**src/common/ldp_params.svh**
```systemverilog
`ifndef LDP_PARAMS_SVH
`define LDP_PARAMS_SVH
// What this block does
// [RULE1] A 4-bit rate code picks one of sixteen PWM rates, 200 Hz to 20.8 kHz.
// [RULE2] Pulses down to one microsecond are possible on all twelve channels.
// [RULE3] A period is 256 base steps; on time is the upper eight code bits.
// [RULE4] The low four code bits dither on time over periods for 12-bit resolution.
// [RULE5] Internal base steps come from the system clock at 256 times the rate.
// [RULE6] Linear mode takes high byte and low nibble straight into the code.
// [RULE7] Linear duty equals (16 times high byte plus nibble plus 1) over 4096.
// [RULE8] A nibble of Fh switches dithering off for that channel.
// [RULE9] Nibble writes wait; the duty changes only when the high byte is written.
// [RULE10] With common duty enabled every channel uses the duty of channel 0. In fail-safe each channel still takes its own stored byte.
// [RULE11] Exponential mode maps the high byte through a table; nibble ignored.
// [RULE12] Power-up and fail-safe reload curve, high bytes, rate; nibbles become Fh.
// [RULE13] Fail-safe duty is the stored byte only, (value plus 1) over 256.
// [RULE14] External timebase only with address option set and source select set.
// [RULE15] The external clock runs at 256 times the rate, for PWM only.
// [RULE16] The external clock should stay below 1 MHz.
// [RULE17] With address option set, group inputs gate outputs 0-5 and 6-11, active low.
// [RULE18] Host should program FFh and Fh when external dimming inputs are used.
// [RULE19] Host should choose rates above 2 kHz with dithering or exponential curve.
// [RULE20] A channel drives only while its enable bit is one.
// [RULE21] Output is on only in PWM on phase, enabled, and group input low or address option clear.
// [RULE22] Periods start in the on phase; new codes apply at period boundaries.
`define LDP_CLK_HZ 100000000
`define LDP_STEPS 256
`define LDP_NO_DITHER 4'hf
`define LDP_RATE_HZ_0 200
`define LDP_RATE_HZ_1 300
`define LDP_RATE_HZ_2 400
`define LDP_RATE_HZ_3 500
`define LDP_RATE_HZ_4 600
`define LDP_RATE_HZ_5 700
`define LDP_RATE_HZ_6 800
`define LDP_RATE_HZ_7 1000
`define LDP_RATE_HZ_8 1200
`define LDP_RATE_HZ_9 1600
`define LDP_RATE_HZ_10 2000
`define LDP_RATE_HZ_11 3000
`define LDP_RATE_HZ_12 5000
`define LDP_RATE_HZ_13 8000
`define LDP_RATE_HZ_14 13000
`define LDP_RATE_HZ_15 20800
`define LDP_OFS_CTRL 12'h000
`define LDP_OFS_ENABLE 12'h004
`define LDP_OFS_STATUS 12'h008
`define LDP_OFS_HI_BASE 12'h040
`define LDP_OFS_LO_BASE 12'h080
`define LDP_CTRL_CURVE 0
`define LDP_CTRL_COMMON 1
`define LDP_CTRL_SOURCE 2
`define LDP_CTRL_RATE_LSB 4
`define LDP_ST_FAILSAFE 16
`define LDP_ST_EXT_TB 17
`endif

```
**src/common/ldp_pkg.sv**
```systemverilog
package ldp_pkg;
    typedef logic [11:0] ldp_code_t;
    typedef logic [7:0] ldp_byte_t;
    typedef logic [3:0] ldp_nib_t;
endpackage : ldp_pkg

```
**src/common/ldp_link_if.sv**
```systemverilog
// Timebase control and exponential table access between core and helpers
interface ldp_link_if;
    logic [3:0] rate_sel;
    logic use_ext;
    logic base_tick;
    ldp_pkg::ldp_byte_t lut_addr;
    ldp_pkg::ldp_code_t lut_data;
    modport core (output rate_sel, output use_ext, input base_tick,
                  output lut_addr, input lut_data);
    modport timebase (input rate_sel, input use_ext, output base_tick);
    modport rom (input lut_addr, output lut_data);
endinterface : ldp_link_if

```
**src/hdl/ldp_timebase.sv**
```systemverilog
`include "ldp_params.svh"
module ldp_timebase #(
    parameter int DIV_W = 16
) (
    // Clock and reset
    input wire logic pclk,
    input wire logic presetn,
    // External timebase pin, asynchronous
    input wire logic ext_pin,
    // Rate select and base tick
    ldp_link_if.timebase lnk
);
    // Slowest rate must fit the divider
    if ((`LDP_CLK_HZ / (`LDP_STEPS * `LDP_RATE_HZ_0)) >= (1 << DIV_W)) begin : g_bad_div
        $error("ldp_timebase: DIV_W too small for the slowest rate");
    end

    // Clock cycles per base step; rounds down so the rate never runs slow
    function automatic logic [DIV_W-1:0] step_cycles(input logic [3:0] code);
        int hz;
        case (code)
            4'h0: hz = `LDP_RATE_HZ_0;
            4'h1: hz = `LDP_RATE_HZ_1;
            4'h2: hz = `LDP_RATE_HZ_2;
            4'h3: hz = `LDP_RATE_HZ_3;
            4'h4: hz = `LDP_RATE_HZ_4;
            4'h5: hz = `LDP_RATE_HZ_5;
            4'h6: hz = `LDP_RATE_HZ_6;
            4'h7: hz = `LDP_RATE_HZ_7;
            4'h8: hz = `LDP_RATE_HZ_8;
            4'h9: hz = `LDP_RATE_HZ_9;
            4'ha: hz = `LDP_RATE_HZ_10;
            4'hb: hz = `LDP_RATE_HZ_11;
            4'hc: hz = `LDP_RATE_HZ_12;
            4'hd: hz = `LDP_RATE_HZ_13;
            4'he: hz = `LDP_RATE_HZ_14;
            default: hz = `LDP_RATE_HZ_15;
        endcase
        step_cycles = DIV_W'(`LDP_CLK_HZ / (`LDP_STEPS * hz));
    endfunction : step_cycles

    logic [DIV_W-1:0] div_q;
    logic [DIV_W-1:0] last_w;
    logic [2:0] ext_q;
    logic tick_q;
    logic int_end;
    logic ext_rise;

    assign last_w = step_cycles(lnk.rate_sel) - DIV_W'(1);
    assign int_end = (div_q >= last_w);
    assign ext_rise = ext_q[1] & ~ext_q[2];

    // Pin synchroniser plus one stage for edge detection
    always_ff @(posedge pclk or negedge presetn) begin
        if (!presetn) begin
            ext_q <= 3'h0;
        end else begin
            ext_q <= {ext_q[1:0], ext_pin};
        end
    end

    // Internal divider; >= compare recovers at once from a rate change
    always_ff @(posedge pclk or negedge presetn) begin
        if (!presetn) begin
            div_q <= '0;
        end else if (lnk.use_ext || int_end) begin
            div_q <= '0;
        end else begin
            div_q <= div_q + DIV_W'(1); // see [RULE5]
        end
    end

    // One tick per base step, from either source
    always_ff @(posedge pclk or negedge presetn) begin
        if (!presetn) begin
            tick_q <= 1'b0;
        end else begin
            tick_q <= lnk.use_ext ? ext_rise : int_end; // see [RULE1] see [RULE15]
        end
    end

    assign lnk.base_tick = tick_q;

    chk_tick_phase: assert property (@(posedge pclk) disable iff (!presetn) // see [RULE5]
        tick_q && !$past(lnk.use_ext) |-> div_q == '0)
        else $error("internal tick not aligned with divider restart");
    chk_ext_gated: assert property (@(posedge pclk) disable iff (!presetn) // see [RULE14]
        $past(lnk.use_ext) && !$past(ext_rise) |-> !tick_q)
        else $error("external tick without a pin edge");
endmodule : ldp_timebase

```
**src/hdl/ldp_exp_rom.sv**
```systemverilog
module ldp_exp_rom (
    // Clock and reset
    input wire logic pclk,
    input wire logic presetn,
    // Table port
    ldp_link_if.rom lnk
);
    // Strictly rising curve: linear for 0..31, then mantissa doubled per octave
    function automatic ldp_pkg::ldp_code_t exp_code(input ldp_pkg::ldp_byte_t x);
        logic [5:0] mant;
        mant = {1'b1, x[4:0]};
        if (x[7:5] == 3'h0) begin
            exp_code = {7'h00, x[4:0]};
        end else begin
            exp_code = 12'(mant) << (x[7:5] - 3'h1);
        end
    endfunction : exp_code

    ldp_pkg::ldp_code_t data_q;

    // Registered read, one cycle latency
    always_ff @(posedge pclk or negedge presetn) begin
        if (!presetn) begin
            data_q <= 12'h000;
        end else begin
            data_q <= exp_code(lnk.lut_addr); // see [RULE11]
        end
    end

    assign lnk.lut_data = data_q;
endmodule : ldp_exp_rom

```
**src/hdl/ldp_dimming_core.sv**
```systemverilog
`include "ldp_params.svh"
module ldp_dimming_core #(
    parameter int CHANNELS = 12,
    parameter int DIV_W = 16
) (
    // Clock and reset
    input wire logic pclk,
    input wire logic presetn,
    // APB slave
    input wire logic psel,
    input wire logic penable,
    input wire logic pwrite,
    input wire logic [11:0] paddr,
    input wire logic [31:0] pwdata,
    output logic [31:0] prdata,
    output logic pready,
    output logic pslverr,
    // Stored defaults, static
    input wire logic stored_curve_select,
    input wire logic [CHANNELS*8-1:0] stored_duty_high,
    input wire logic [3:0] stored_dim_rate,
    input wire logic stored_address_option,
    // Fail-safe level from the supervisor, same clock
    input wire logic failsafe_req,
    // Pins, asynchronous
    input wire logic addr2_or_ext_timebase_pin,
    input wire logic group_a_dim_input_n,
    input wire logic group_b_dim_input_n,
    // Channel current switches
    output logic [CHANNELS-1:0] current_output
);
    // Register banks hold 16 words; groups split evenly
    if (CHANNELS < 2 || CHANNELS > 16 || (CHANNELS % 2) != 0) begin : g_bad_ch
        $error("ldp_dimming_core: CHANNELS must be even, 2 to 16");
    end

    localparam int HALF = CHANNELS / 2;

    // Word belongs to a per-channel bank
    function automatic logic hit_bank(input logic [11:0] a, input logic [11:0] base);
        hit_bank = (a[11:6] == base[11:6]) && ({1'b0, a[5:2]} < 5'(CHANNELS)) &&
                   (a[1:0] == 2'h0);
    endfunction : hit_bank

    // Address answers on the bus
    function automatic logic mapped(input logic [11:0] a);
        mapped = (a == `LDP_OFS_CTRL) || (a == `LDP_OFS_ENABLE) ||
                 (a == `LDP_OFS_STATUS) || hit_bank(a, `LDP_OFS_HI_BASE) ||
                 hit_bank(a, `LDP_OFS_LO_BASE);
    endfunction : mapped

    // On phase: high byte steps, plus one when this frame falls in the dither share
    function automatic logic pwm_on(input logic [7:0] step, input logic [3:0] frame,
                                    input ldp_pkg::ldp_code_t code);
        logic [8:0] on_len;
        on_len = {1'b0, code[11:4]} + {8'h00, (frame <= code[3:0])};
        pwm_on = {1'b0, step} < on_len;
    endfunction : pwm_on

    ldp_link_if lnk ();

    logic curve_q;
    logic common_q;
    logic source_q;
    logic [3:0] rate_q;
    logic [CHANNELS-1:0] enable_q;
    ldp_pkg::ldp_nib_t lo_pend_q [CHANNELS];
    ldp_pkg::ldp_code_t act_q [CHANNELS];
    ldp_pkg::ldp_code_t next_q [CHANNELS];
    ldp_pkg::ldp_code_t run_q [CHANNELS];
    ldp_pkg::ldp_code_t lin_q;
    ldp_pkg::ldp_code_t safe_q;
    ldp_pkg::ldp_code_t res_code;
    logic load_q;
    logic fs_q;
    logic reload;
    logic [7:0] step_q;
    logic [3:0] frame_q;
    logic boundary;
    logic [3:0] scan_q;
    logic [3:0] scan_d1_q;
    logic [3:0] src_ch;
    logic [1:0] grp_a_q;
    logic [1:0] grp_b_q;
    logic [CHANNELS-1:0] out_q;
    logic pready_q;
    logic pslverr_q;
    logic [31:0] prdata_q;
    logic [31:0] rd_word;
    logic acc;
    logic wr_en;

    ldp_timebase #(
        .DIV_W(DIV_W)
    ) u_timebase (
        .pclk(pclk),
        .presetn(presetn),
        .ext_pin(addr2_or_ext_timebase_pin),
        .lnk(lnk.timebase)
    );

    ldp_exp_rom u_exp_rom (
        .pclk(pclk),
        .presetn(presetn),
        .lnk(lnk.rom)
    );

    // Bus handshake: every access takes one wait state so data come from flops
    assign acc = psel && penable;
    assign wr_en = acc && pwrite && pready_q;

    always_ff @(posedge pclk or negedge presetn) begin
        if (!presetn) begin
            pready_q <= 1'b0;
            pslverr_q <= 1'b0;
        end else begin
            pready_q <= acc && !pready_q;
            pslverr_q <= acc && !pready_q && !mapped(paddr);
        end
    end

    // Read mux
    always_comb begin
        rd_word = 32'h0000_0000;
        if (paddr == `LDP_OFS_CTRL) begin
            rd_word[`LDP_CTRL_CURVE] = curve_q;
            rd_word[`LDP_CTRL_COMMON] = common_q;
            rd_word[`LDP_CTRL_SOURCE] = source_q;
            rd_word[`LDP_CTRL_RATE_LSB +: 4] = rate_q;
        end else if (paddr == `LDP_OFS_ENABLE) begin
            rd_word[CHANNELS-1:0] = enable_q;
        end else if (paddr == `LDP_OFS_STATUS) begin
            rd_word[CHANNELS-1:0] = out_q;
            rd_word[`LDP_ST_FAILSAFE] = fs_q;
            rd_word[`LDP_ST_EXT_TB] = lnk.use_ext;
        end else if (hit_bank(paddr, `LDP_OFS_HI_BASE)) begin
            rd_word[7:0] = act_q[paddr[5:2]][11:4];
        end else if (hit_bank(paddr, `LDP_OFS_LO_BASE)) begin
            rd_word[3:0] = lo_pend_q[paddr[5:2]];
        end
    end

    always_ff @(posedge pclk or negedge presetn) begin
        if (!presetn) begin
            prdata_q <= 32'h0000_0000;
        end else if (acc && !pready_q && !pwrite) begin
            prdata_q <= rd_word;
        end
    end

    // Defaults load one cycle after reset release and on entering fail-safe
    assign reload = load_q || (failsafe_req && !fs_q);

    always_ff @(posedge pclk or negedge presetn) begin
        if (!presetn) begin
            load_q <= 1'b1;
            fs_q <= 1'b0;
        end else begin
            load_q <= 1'b0;
            fs_q <= failsafe_req;
        end
    end

    // Control word; common and source keep their value through fail-safe
    always_ff @(posedge pclk or negedge presetn) begin
        if (!presetn) begin
            curve_q <= 1'b0;
            common_q <= 1'b0;
            source_q <= 1'b0;
            rate_q <= 4'h0;
        end else if (reload) begin
            curve_q <= stored_curve_select; // see [RULE12]
            rate_q <= stored_dim_rate;
        end else if (wr_en && paddr == `LDP_OFS_CTRL) begin
            curve_q <= pwdata[`LDP_CTRL_CURVE];
            common_q <= pwdata[`LDP_CTRL_COMMON];
            source_q <= pwdata[`LDP_CTRL_SOURCE];
            rate_q <= pwdata[`LDP_CTRL_RATE_LSB +: 4]; // see [RULE1]
        end
    end

    // Channel enables, off after reset to avoid a flash
    always_ff @(posedge pclk or negedge presetn) begin
        if (!presetn) begin
            enable_q <= '0;
        end else if (wr_en && paddr == `LDP_OFS_ENABLE) begin
            enable_q <= pwdata[CHANNELS-1:0];
        end
    end

    assign lnk.rate_sel = rate_q;
    assign lnk.use_ext = stored_address_option && source_q; // see [RULE14]

    // Period counter and dither frame
    assign boundary = lnk.base_tick && (step_q == 8'hff);

    always_ff @(posedge pclk or negedge presetn) begin
        if (!presetn) begin
            step_q <= 8'h00;
            frame_q <= 4'h0;
        end else if (lnk.base_tick) begin
            step_q <= step_q + 8'h01; // see [RULE3]
            if (boundary) begin
                frame_q <= frame_q + 4'h1; // see [RULE4]
            end
        end
    end

    // Scanner resolves one channel code per cycle through the table
    assign src_ch = common_q ? 4'h0 : scan_q; // see [RULE10]
    assign lnk.lut_addr = act_q[src_ch][11:4];

    always_ff @(posedge pclk or negedge presetn) begin
        if (!presetn) begin
            scan_q <= 4'h0;
            scan_d1_q <= 4'h0;
            lin_q <= 12'h000;
            safe_q <= 12'h000;
        end else begin
            scan_q <= (scan_q == 4'(CHANNELS - 1)) ? 4'h0 : scan_q + 4'h1;
            scan_d1_q <= scan_q;
            lin_q <= act_q[src_ch]; // see [RULE6]
            safe_q <= {stored_duty_high[scan_q*8 +: 8], `LDP_NO_DITHER}; // see [RULE13]
        end
    end

    // Fail-safe wins, then curve choice
    always_comb begin
        if (fs_q) begin
            res_code = safe_q;
        end else if (curve_q) begin
            res_code = lnk.lut_data; // see [RULE11]
        end else begin
            res_code = lin_q; // see [RULE7]
        end
    end

    // Group input synchronisers
    always_ff @(posedge pclk or negedge presetn) begin
        if (!presetn) begin
            grp_a_q <= 2'h0;
            grp_b_q <= 2'h0;
        end else begin
            grp_a_q <= {grp_a_q[0], group_a_dim_input_n};
            grp_b_q <= {grp_b_q[0], group_b_dim_input_n};
        end
    end

    for (genvar c = 0; c < CHANNELS; c++) begin : g_ch
        logic grp_off;
        assign grp_off = stored_address_option && // see [RULE17]
                         ((c < HALF) ? grp_a_q[1] : grp_b_q[1]);

        // Nibble waits; high byte write commits both halves at once
        always_ff @(posedge pclk or negedge presetn) begin
            if (!presetn) begin
                lo_pend_q[c] <= `LDP_NO_DITHER;
                act_q[c] <= 12'h000;
            end else if (reload) begin
                lo_pend_q[c] <= `LDP_NO_DITHER; // see [RULE12]
                act_q[c] <= {stored_duty_high[c*8 +: 8], `LDP_NO_DITHER};
            end else if (wr_en && paddr[5:2] == 4'(c)) begin
                if (hit_bank(paddr, `LDP_OFS_LO_BASE)) begin
                    lo_pend_q[c] <= pwdata[3:0];
                end
                if (hit_bank(paddr, `LDP_OFS_HI_BASE)) begin
                    act_q[c] <= {pwdata[7:0], lo_pend_q[c]}; // see [RULE9]
                end
            end
        end

        // Resolved code waits for the period boundary
        always_ff @(posedge pclk or negedge presetn) begin
            if (!presetn) begin
                next_q[c] <= 12'h000;
                run_q[c] <= 12'h000;
            end else begin
                if (scan_d1_q == 4'(c)) begin
                    next_q[c] <= res_code;
                end
                if (boundary) begin
                    run_q[c] <= next_q[c]; // see [RULE22]
                end
            end
        end

        // Switch: on phase, enabled and not held off by the group pin
        always_ff @(posedge pclk or negedge presetn) begin
            if (!presetn) begin
                out_q[c] <= 1'b0;
            end else begin
                out_q[c] <= pwm_on(step_q, frame_q, run_q[c]) && // see [RULE21] see [RULE8]
                            enable_q[c] && !grp_off; // see [RULE20] see [RULE2]
            end
        end
    end

    assign current_output = out_q;
    assign prdata = prdata_q;
    assign pready = pready_q;
    assign pslverr = pslverr_q;

    chk_step_advance: assert property (@(posedge pclk) disable iff (!presetn) // see [RULE3]
        lnk.base_tick |=> step_q == $past(step_q) + 8'h01)
        else $error("period counter did not advance on tick");
    chk_enable_off: assert property (@(posedge pclk) disable iff (!presetn) // see [RULE20]
        !enable_q[0] |=> !current_output[0])
        else $error("disabled channel drove its output");
    chk_group_gate: assert property (@(posedge pclk) disable iff (!presetn) // see [RULE17]
        stored_address_option && grp_a_q[1] |=> current_output[0] == 1'b0)
        else $error("group input high did not hold channel off");
    chk_no_dither: assert property (@(posedge pclk) disable iff (!presetn) // see [RULE8]
        run_q[0][3:0] == 4'hf |-> pwm_on(step_q, frame_q, run_q[0]) ==
            ({1'b0, step_q} <= {1'b0, run_q[0][11:4]}))
        else $error("dither active with nibble Fh");
    chk_low_write_hold: assert property (@(posedge pclk) disable iff (!presetn) // see [RULE9]
        wr_en && paddr == `LDP_OFS_LO_BASE && !reload |=> act_q[0] == $past(act_q[0]))
        else $error("nibble write changed active duty");
    chk_high_apply: assert property (@(posedge pclk) disable iff (!presetn) // see [RULE9]
        wr_en && paddr == `LDP_OFS_HI_BASE && !reload |=>
            act_q[0] == {$past(pwdata[7:0]), $past(lo_pend_q[0])})
        else $error("high byte write did not commit duty");
    chk_period_latch: assert property (@(posedge pclk) disable iff (!presetn) // see [RULE22]
        boundary |=> run_q[1] == $past(next_q[1]) ##1 $stable(run_q[1]))
        else $error("code not latched at period boundary");
    chk_failsafe_load: assert property (@(posedge pclk) disable iff (!presetn) // see [RULE12]
        failsafe_req && !fs_q |=> rate_q == $past(stored_dim_rate) && lo_pend_q[0] == 4'hf)
        else $error("fail-safe did not reload defaults");
endmodule : ldp_dimming_core

```
**config.mk**
```make
export PLATFORM = sky130hd
export DESIGN_NAME = ldp_dimming_core
export DESIGN_NICKNAME = d
export VERILOG_FILES = /design/src/common/ldp_pkg.sv /design/src/common/ldp_link_if.sv /design/src/hdl/ldp_timebase.sv /design/src/hdl/ldp_exp_rom.sv /design/src/hdl/ldp_dimming_core.sv
export VERILOG_INCLUDE_DIRS = /design/src /design/src/common
export SDC_FILE = /design/constraint.sdc
export NUM_CORES = 2
export LEC_CHECK = 0
export ABC_AREA = 1
export ABC_CLOCK_PERIOD_IN_PS = 76700
export BUFFER_PORTS_ARGS = -buffer_cell sky130_fd_sc_hd__buf_2
export CAP_MARGIN = 40
export CORE_ASPECT_RATIO = 0.9
export CORE_MARGIN = 8
export CORE_UTILIZATION = 30
export DETAILED_ROUTE_END_ITERATION = 8
export GPL_TIMING_DRIVEN = 1
export PLACE_DENSITY = 0.47
export SLEW_MARGIN = 40
export SYNTH_ARGS = -nofsm -noshare
export SYNTH_HDL_FRONTEND = slang
export SYNTH_SLANG_ARGS = --single-unit
```
**constraint.sdc**
```tcl
create_clock -name pclk -period 76.7 [get_ports pclk]
set_clock_uncertainty 0.05 [all_clocks]
set_input_delay 15.34 -clock pclk [delete_from_list [all_inputs] [get_ports pclk]]
set_output_delay 15.34 -clock pclk [all_outputs]
set_load 0.01 [all_outputs]
```
**Word level (Yosys, flattened, before mapping)**

Memories as Yosys holds them, arrays and structs flattened.
Cells that the tools add are included.

- Order comparisons: 28
- Shift operators: 2
- Add/subtract/negate cells: 18
- Divide/modulo/power cells: 1
- Muxes and demuxes: 94
- Bitwise gates (word level): 5
- Reduce and logical (&&, ||, !) cells: 111
- Eq/ne operators: 28

Operators by type and width:

| operator | number |
|---|---|
| 2-to-1 mux 12 bit | 44 |
| 2-to-1 mux 4 bit | 37 |
| adder 8 x 1 -> 9 bit | 12 |
| less-than comparator 8 x 9 -> 1 bit | 12 |
| binary-select mux 12 bit (select 4 bit) | 2 |
| variable part select 96 x 8 -> 8 bit | 1 |
| logical AND 1 bit | 53 |
| AND reduction 2 bit | 26 |
| <= comparator 4 bit | 12 |
| equality test 4 bit (second input constant) | 9 |
| divider 28 x 32 -> 32 bit (first input constant) | 1 |
| equality test 4 x 3 -> 1 bit (second input constant) | 8 |
| nonzero test 2 bit | 15 |
| adder 16 x 1 -> 16 bit (second input constant) | 1 |
| binary-select mux 4 bit (select 4 bit) | 1 |
| equality test 4 x 2 -> 1 bit (second input constant) | 4 |
| >= comparator 16 bit | 1 |
| 2-to-1 mux 16 bit | 1 |
| subtractor 16 x 1 -> 16 bit (second input constant) | 1 |
| equality test 12 x 3 -> 1 bit (second input constant) | 1 |
| equality test 12 x 4 -> 1 bit (second input constant) | 1 |
| logical NOT 12 bit | 1 |
| << shifter 6 x 3 -> 12 bit | 1 |
| >= comparator 5 bit (second input constant) | 2 |
| other kinds (20) | 40 |

- Output and inout bits: 46
- Input bits: 155
- Memories kept: 1
- Word-level logic and storage cells: 370
- ROM bits: 208
- Bits in registers: 609

Memory list:

| name | words | bits a word | read ports | clocked after memory_dff | write ports | line | source |
|---|---|---|---|---|---|---|---|
| (no name shown) | 16 | 13 | 1 | 0 | 0 | ldp_timebase.sv:21 | `case (code)` |

**Depth between registers and ports, before layout**

- Depth after elaboration: 9
- Gate-level depth with buffers: 323
- Gate-level depth less buffers: 304

**By module**

Synthesis repeated with hierarchy kept, for this count alone.

- Cell total of the unflattened synthesis: 5914
- Area, all modules: 43606.8 um^2

Modules (own cells, without submodules):

| module | times used | sequential area each (um^2) | area an instance (um^2) | cells an instance |
|---|---|---|---|---|
| ldp_dimming_core | 1 | 14425.1 | 30465.5 | 3790 |
| ldp_timebase | 1 | 500.5 | 12433.2 | 2029 |
| ldp_exp_rom | 1 | 300.3 | 708.2 | 95 |

**Worst setup path before layout**

Ideal clock, no wire load.

- Path kind: register to register
- Start point: reg rate_q[0] (netlist: lnk.rate_sel[0])
- End point: reg u_timebase.div_q[12]
- Path buffers: 23
- Period minus slack after synthesis: 40.004 ns
- Data required time: 76.562 ns
- Arrival: 39.865 ns
- Path slack: 36.696 ns
- Library setup time: 0.088 ns
- Stages on the path, launching flop included: 306
- Cell sequence: dfrtp_1 inv_2 ha_1 nand2_2 nand3_2 nand2_4 inv_1 ha_1 xor2_1 nand3_1 inv_1 ha_1 nand3b_1 nand2_1 nand3_1 and2_1 ha_1 nand2_1 [... 270 more ...] nand2_1 a21oi_4 ha_1 ha_1 a21boi_0 o21a_1 o21a_1 o21a_1 o21a_1 o21a_1 o21a_1 o21a_1 o2111ai_1 a21oi_1 nor3_1 inv_1 clkbuf_1 nor3b_1

- Cells in the longest elaborated chain, start to end: 6

Ends and longest elaborated chain:

| item | line | source |
|---|---|---|
| from (decl) | ldp_dimming_core.sv:65 | `logic [3:0] rate_q;` |
| from (signal assigned) | ldp_dimming_core.sv:173 | `rate_q <= stored_dim_rate;` |
| from (signal assigned) | ldp_dimming_core.sv:178 | `` rate_q <= pwdata[`LDP_CTRL_RATE_LSB +: 4]; `` |
| memory read (16 x 13 bit) | - |  |
| divider 28 x 32 -> 32 bit (no source line) | - |  |
| subtractor 16 x 1 -> 16 bit | ldp_timebase.sv:49 | `assign last_w = step_cycles(lnk.rate_sel) - DIV_W'(1);` |
| >= comparator 16 bit | ldp_timebase.sv:50 | `assign int_end = (div_q >= last_w);` |
| logical OR 1 bit | ldp_timebase.sv:66 | `end else if (lnk.use_ext \|\| int_end) begin` |
| 2-to-1 mux 16 bit | ldp_timebase.sv:66 |  |
| to (signal assigned) | ldp_timebase.sv:69 | `div_q <= div_q + DIV_W'(1);` |
| to (decl) | ldp_timebase.sv:42 | `logic [DIV_W-1:0] div_q;` |

No other way between the ends.
A chain may end at the register's enable or synchronous reset.

**Final worst setup path**

- Start point: reg rate_q[1] (netlist: lnk.rate_sel[1])
- End point: reg u_timebase.div_q[9]

The elaborated chain is that of the path after synthesis.

==> results.md <==
- Final net count: between 6000 and 7000
- Cts repair resizes: 0
- Hold Path Depth: 0
- Final Instance Area: ~48000 µm²
- Max Cap Viol: 0
- # clock sinks: about 610
- Setup TNS: 0 ns
- Worst endpoint required time: between 70 and 80 ns
- Mean area per synthesized cell: 7.862 µm²
- Setup-failing EPs final: 0
- Sequential area share after synthesis: between 30% and 40%
- Post-DP HPWL: just over 100000 µm
- Asr flop ratio synth: 100.0%
- Number of global-route vias before repair: 35930
- Grt ovf: 0
- Ranking of synthesized cells by area: dfrtp_1, ha_1, nand2_1
- Core Area: between 100000 and 150000 µm²
- Horiz. Die Dim: between 400 and 500 µm
- Hold_buf cts: 0
- Most frequent cells in the layout: nand2_1, o21ai_0, inv_1, dfrtp_1, nor2_1
- Buf/Inv on CP: 34
- Most used DFF post-synth: dfrtp_1
- Capture point of the worst reg-to-reg path: u_timebase.div_q[9]
- Reg2Reg Setup Slack: between 20 and 30 ns
- Seq cells post-synth: a little over 600
- Status: complete, no violations
- Clk root buf: clkbuf_16
- Largest net degree at the start of global routing: ~150
- WL/cell: roughly 19 µm
- Commonest non-fill, non-tap cell in the layout: nand2_1
- EDFF count, synth: 0
- Critical path's slowest cell: o21ai_0
- Die span in y: about 380 µm
- Cell taking the most area after synthesis: dfrtp_1
- Hold WC Path Type: flop to flop
- Number of remaining DRC errors: 0
- Max-slew headroom: between 30% and 40%
- DR vias: about 37000
- Starting DRT DRC Count: around 2700
- Gr usage total: between 10% and 20%
- Worst Setup SP: lnk.rate_sel[1]
- Setup CP Type: flop to flop
- TritonCTS Buffers: 60
- Worst skew pair latency: ~0.66 ns
- Most frequent CP cell: nand2_1
- Critical Path Fanout Max: 26
- Routed Antenna Nets: 0
- Clk buf depth: 3
- Crit path time final: around 47 ns
- # H-tree levels: 2
- Syn Std Cell Area: 43000 µm²
- Max incr delay on CP: 0.63 ns
- First-pass GRT wire length: about 220000 µm
- Clock tree from TritonCTS: yes
- CP endpoint kind: flop
- # port buffers: 162
- Ports: 201
- Netlist cell types: 77
- DRT Pass-1 Iters: 6
- Die Area: approximately 160000 µm²
- FF-to-FF Start: lnk.rate_sel[1]
- Layout Area Growth over Synthesis: 11.55%
- DP Area: about 46000 µm²
- Reg2reg path depth: ~280
- Hold Vio Cnt, Final: 0
- Cells after Synth: 5470
- Rows: 131
- Starting density of the core: between 30 and 40%
- Share of layout cells above drive strength 1: between 10% and 20%
- # fillers: 15120
- Slew @ Worst Pin: roughly 0.9 ns
- Routed vias/inst: 4.975
- Max Slew Vio Count: 0
- Synth top area share: 32.41%
- Fmax: around 21 MHz
- CP startpoint kind: flop
- WP data arrival: approximately 48 ns
- Ys Warns: 0
- RSZ-0062 raised after global routing: false
- Setup bufs post-CTS: 0
- WHS Endpoint: u_timebase.ext_q[1]
- Hold Startpoint: u_timebase.ext_q[0]
- Final Cycle Share: 61.26%
- RD Place Congestion: ~0.86
- Initial antenna violation count: 11
- Clock transition at path regs: approximately 0.070 ns
- Post-Route WL: around 140000 µm
- CP top delay family: compound AO/OA/AOI/OAI gates
final cells by class:
class	instances	area, µm²	area share (%)
Antenna cell	8	20.02	0.04173
Timing Repair Buffer	228	1410	2.940
Clock inverter	18	235.2	0.4904
Clock buffer	95	1834	3.824
Inverter	641	2434	5.073
Tap cell	1862	2330	4.857
Sequential cell	606	15230	31.76
Multi-Input combinational cell	4017	24470	51.02
worst register-to-register path, delay by kind of cell, from the launching register on:
family          cells  cell delay, ns
fa+ha+maj          23            7.22
flops               1            0.60
compound gates     96           17.44
simple gates      129           16.15
buf+inv            34            5.35
registers in the layout, summed over array words and instances, names as in the netlist, 8 cells and up:
register	flops
act_q	144
next_q	144
run_q	144
lo_pend_q	48
u_timebase.div_q	16
prdata	14
current_output	12
enable_q	12
lin_q	12
u_exp_rom.lnk.lut_data	12
safe_q	9
step_q	8
per-layer routing:
layer / vias up / part of all wire, % / GRT usage [%] / wire (µm)
met3: 187 / 5.1 / 3.001 / 7297
met1: 17580 / 47 / 24.32 / 67210
li1: 18590 / - / - / -
met4: 4 / 3.6 / 6.346 / 5103
met5: - / 0.063 / 0.3388 / 90
met2: 829 / 44 / 27.97 / 62640
cell usage after synthesis, types with 11 or more instances:
cell / count
nand2_1: 1015
o21ai_0: 680
inv_1: 609
dfrtp_1: 557
nor2_1: 401
ha_1: 362
a21oi_1: 349
clkbuf_1: 179
nand3_1: 170
xor2_1: 153
a31oi_1: 106
mux2_2: 95
xnor2_1: 70
nand2_2: 60
o21bai_1: 60
nand4_1: 51
dfstp_2: 49
o22ai_1: 43
o211ai_1: 33
a22oi_1: 31
nor3_1: 31
nand2_4: 29
a32o_1: 27
nand3_2: 25
buf_4: 20
inv_2: 19
o21ai_2: 17
nand3b_1: 15
buf_6: 14
o21a_1: 14
o21ai_1: 13
a21o_1: 12
nor2_4: 12
o221ai_1: 11
worst max path at each step:
stage | endpoint | slack [ns] | depth (start not counted)
after floorplan | u_timebase.div_q[12] | 36.70 | 305
after global placement | u_timebase.div_q[9] | 29.45 | 286
after detailed placement | u_timebase.div_q[9] | 29.56 | 282
after CTS | u_timebase.div_q[9] | 29.42 | 282
after global routing | u_timebase.div_q[9] | 24.52 | 283
final | u_timebase.div_q[9] | 29.71 | 282
through the flow:
step                hold WS, ns  worst slack [ns]  std cells  util, %
floorplan                0.2812             36.70       5491        -
global placement         0.2841             29.45       7350    32.19
finish                   0.3035             29.71       7475    33.79
CTS                      0.3067             29.42       7465    33.72
global route             0.3133             24.52       7474    33.79
detailed placement       0.2965             29.56       7352    32.27
kinds of logic after synthesis:
family | Yosys count | synth area share [%]
compound gates | 1454 | 19.37
xor+xnor | 223 | 4.542
fa+ha+maj | 362 | 10.53
buf+inv | 868 | 8.228
flops | 606 | 35.41
mux | 96 | 2.511
other cells | 2 | 0.01746
simple gates | 1859 | 19.40
Power is not shown: default switching activity piles up to over one toggle a cycle in this logic, so the estimate is an artifact.
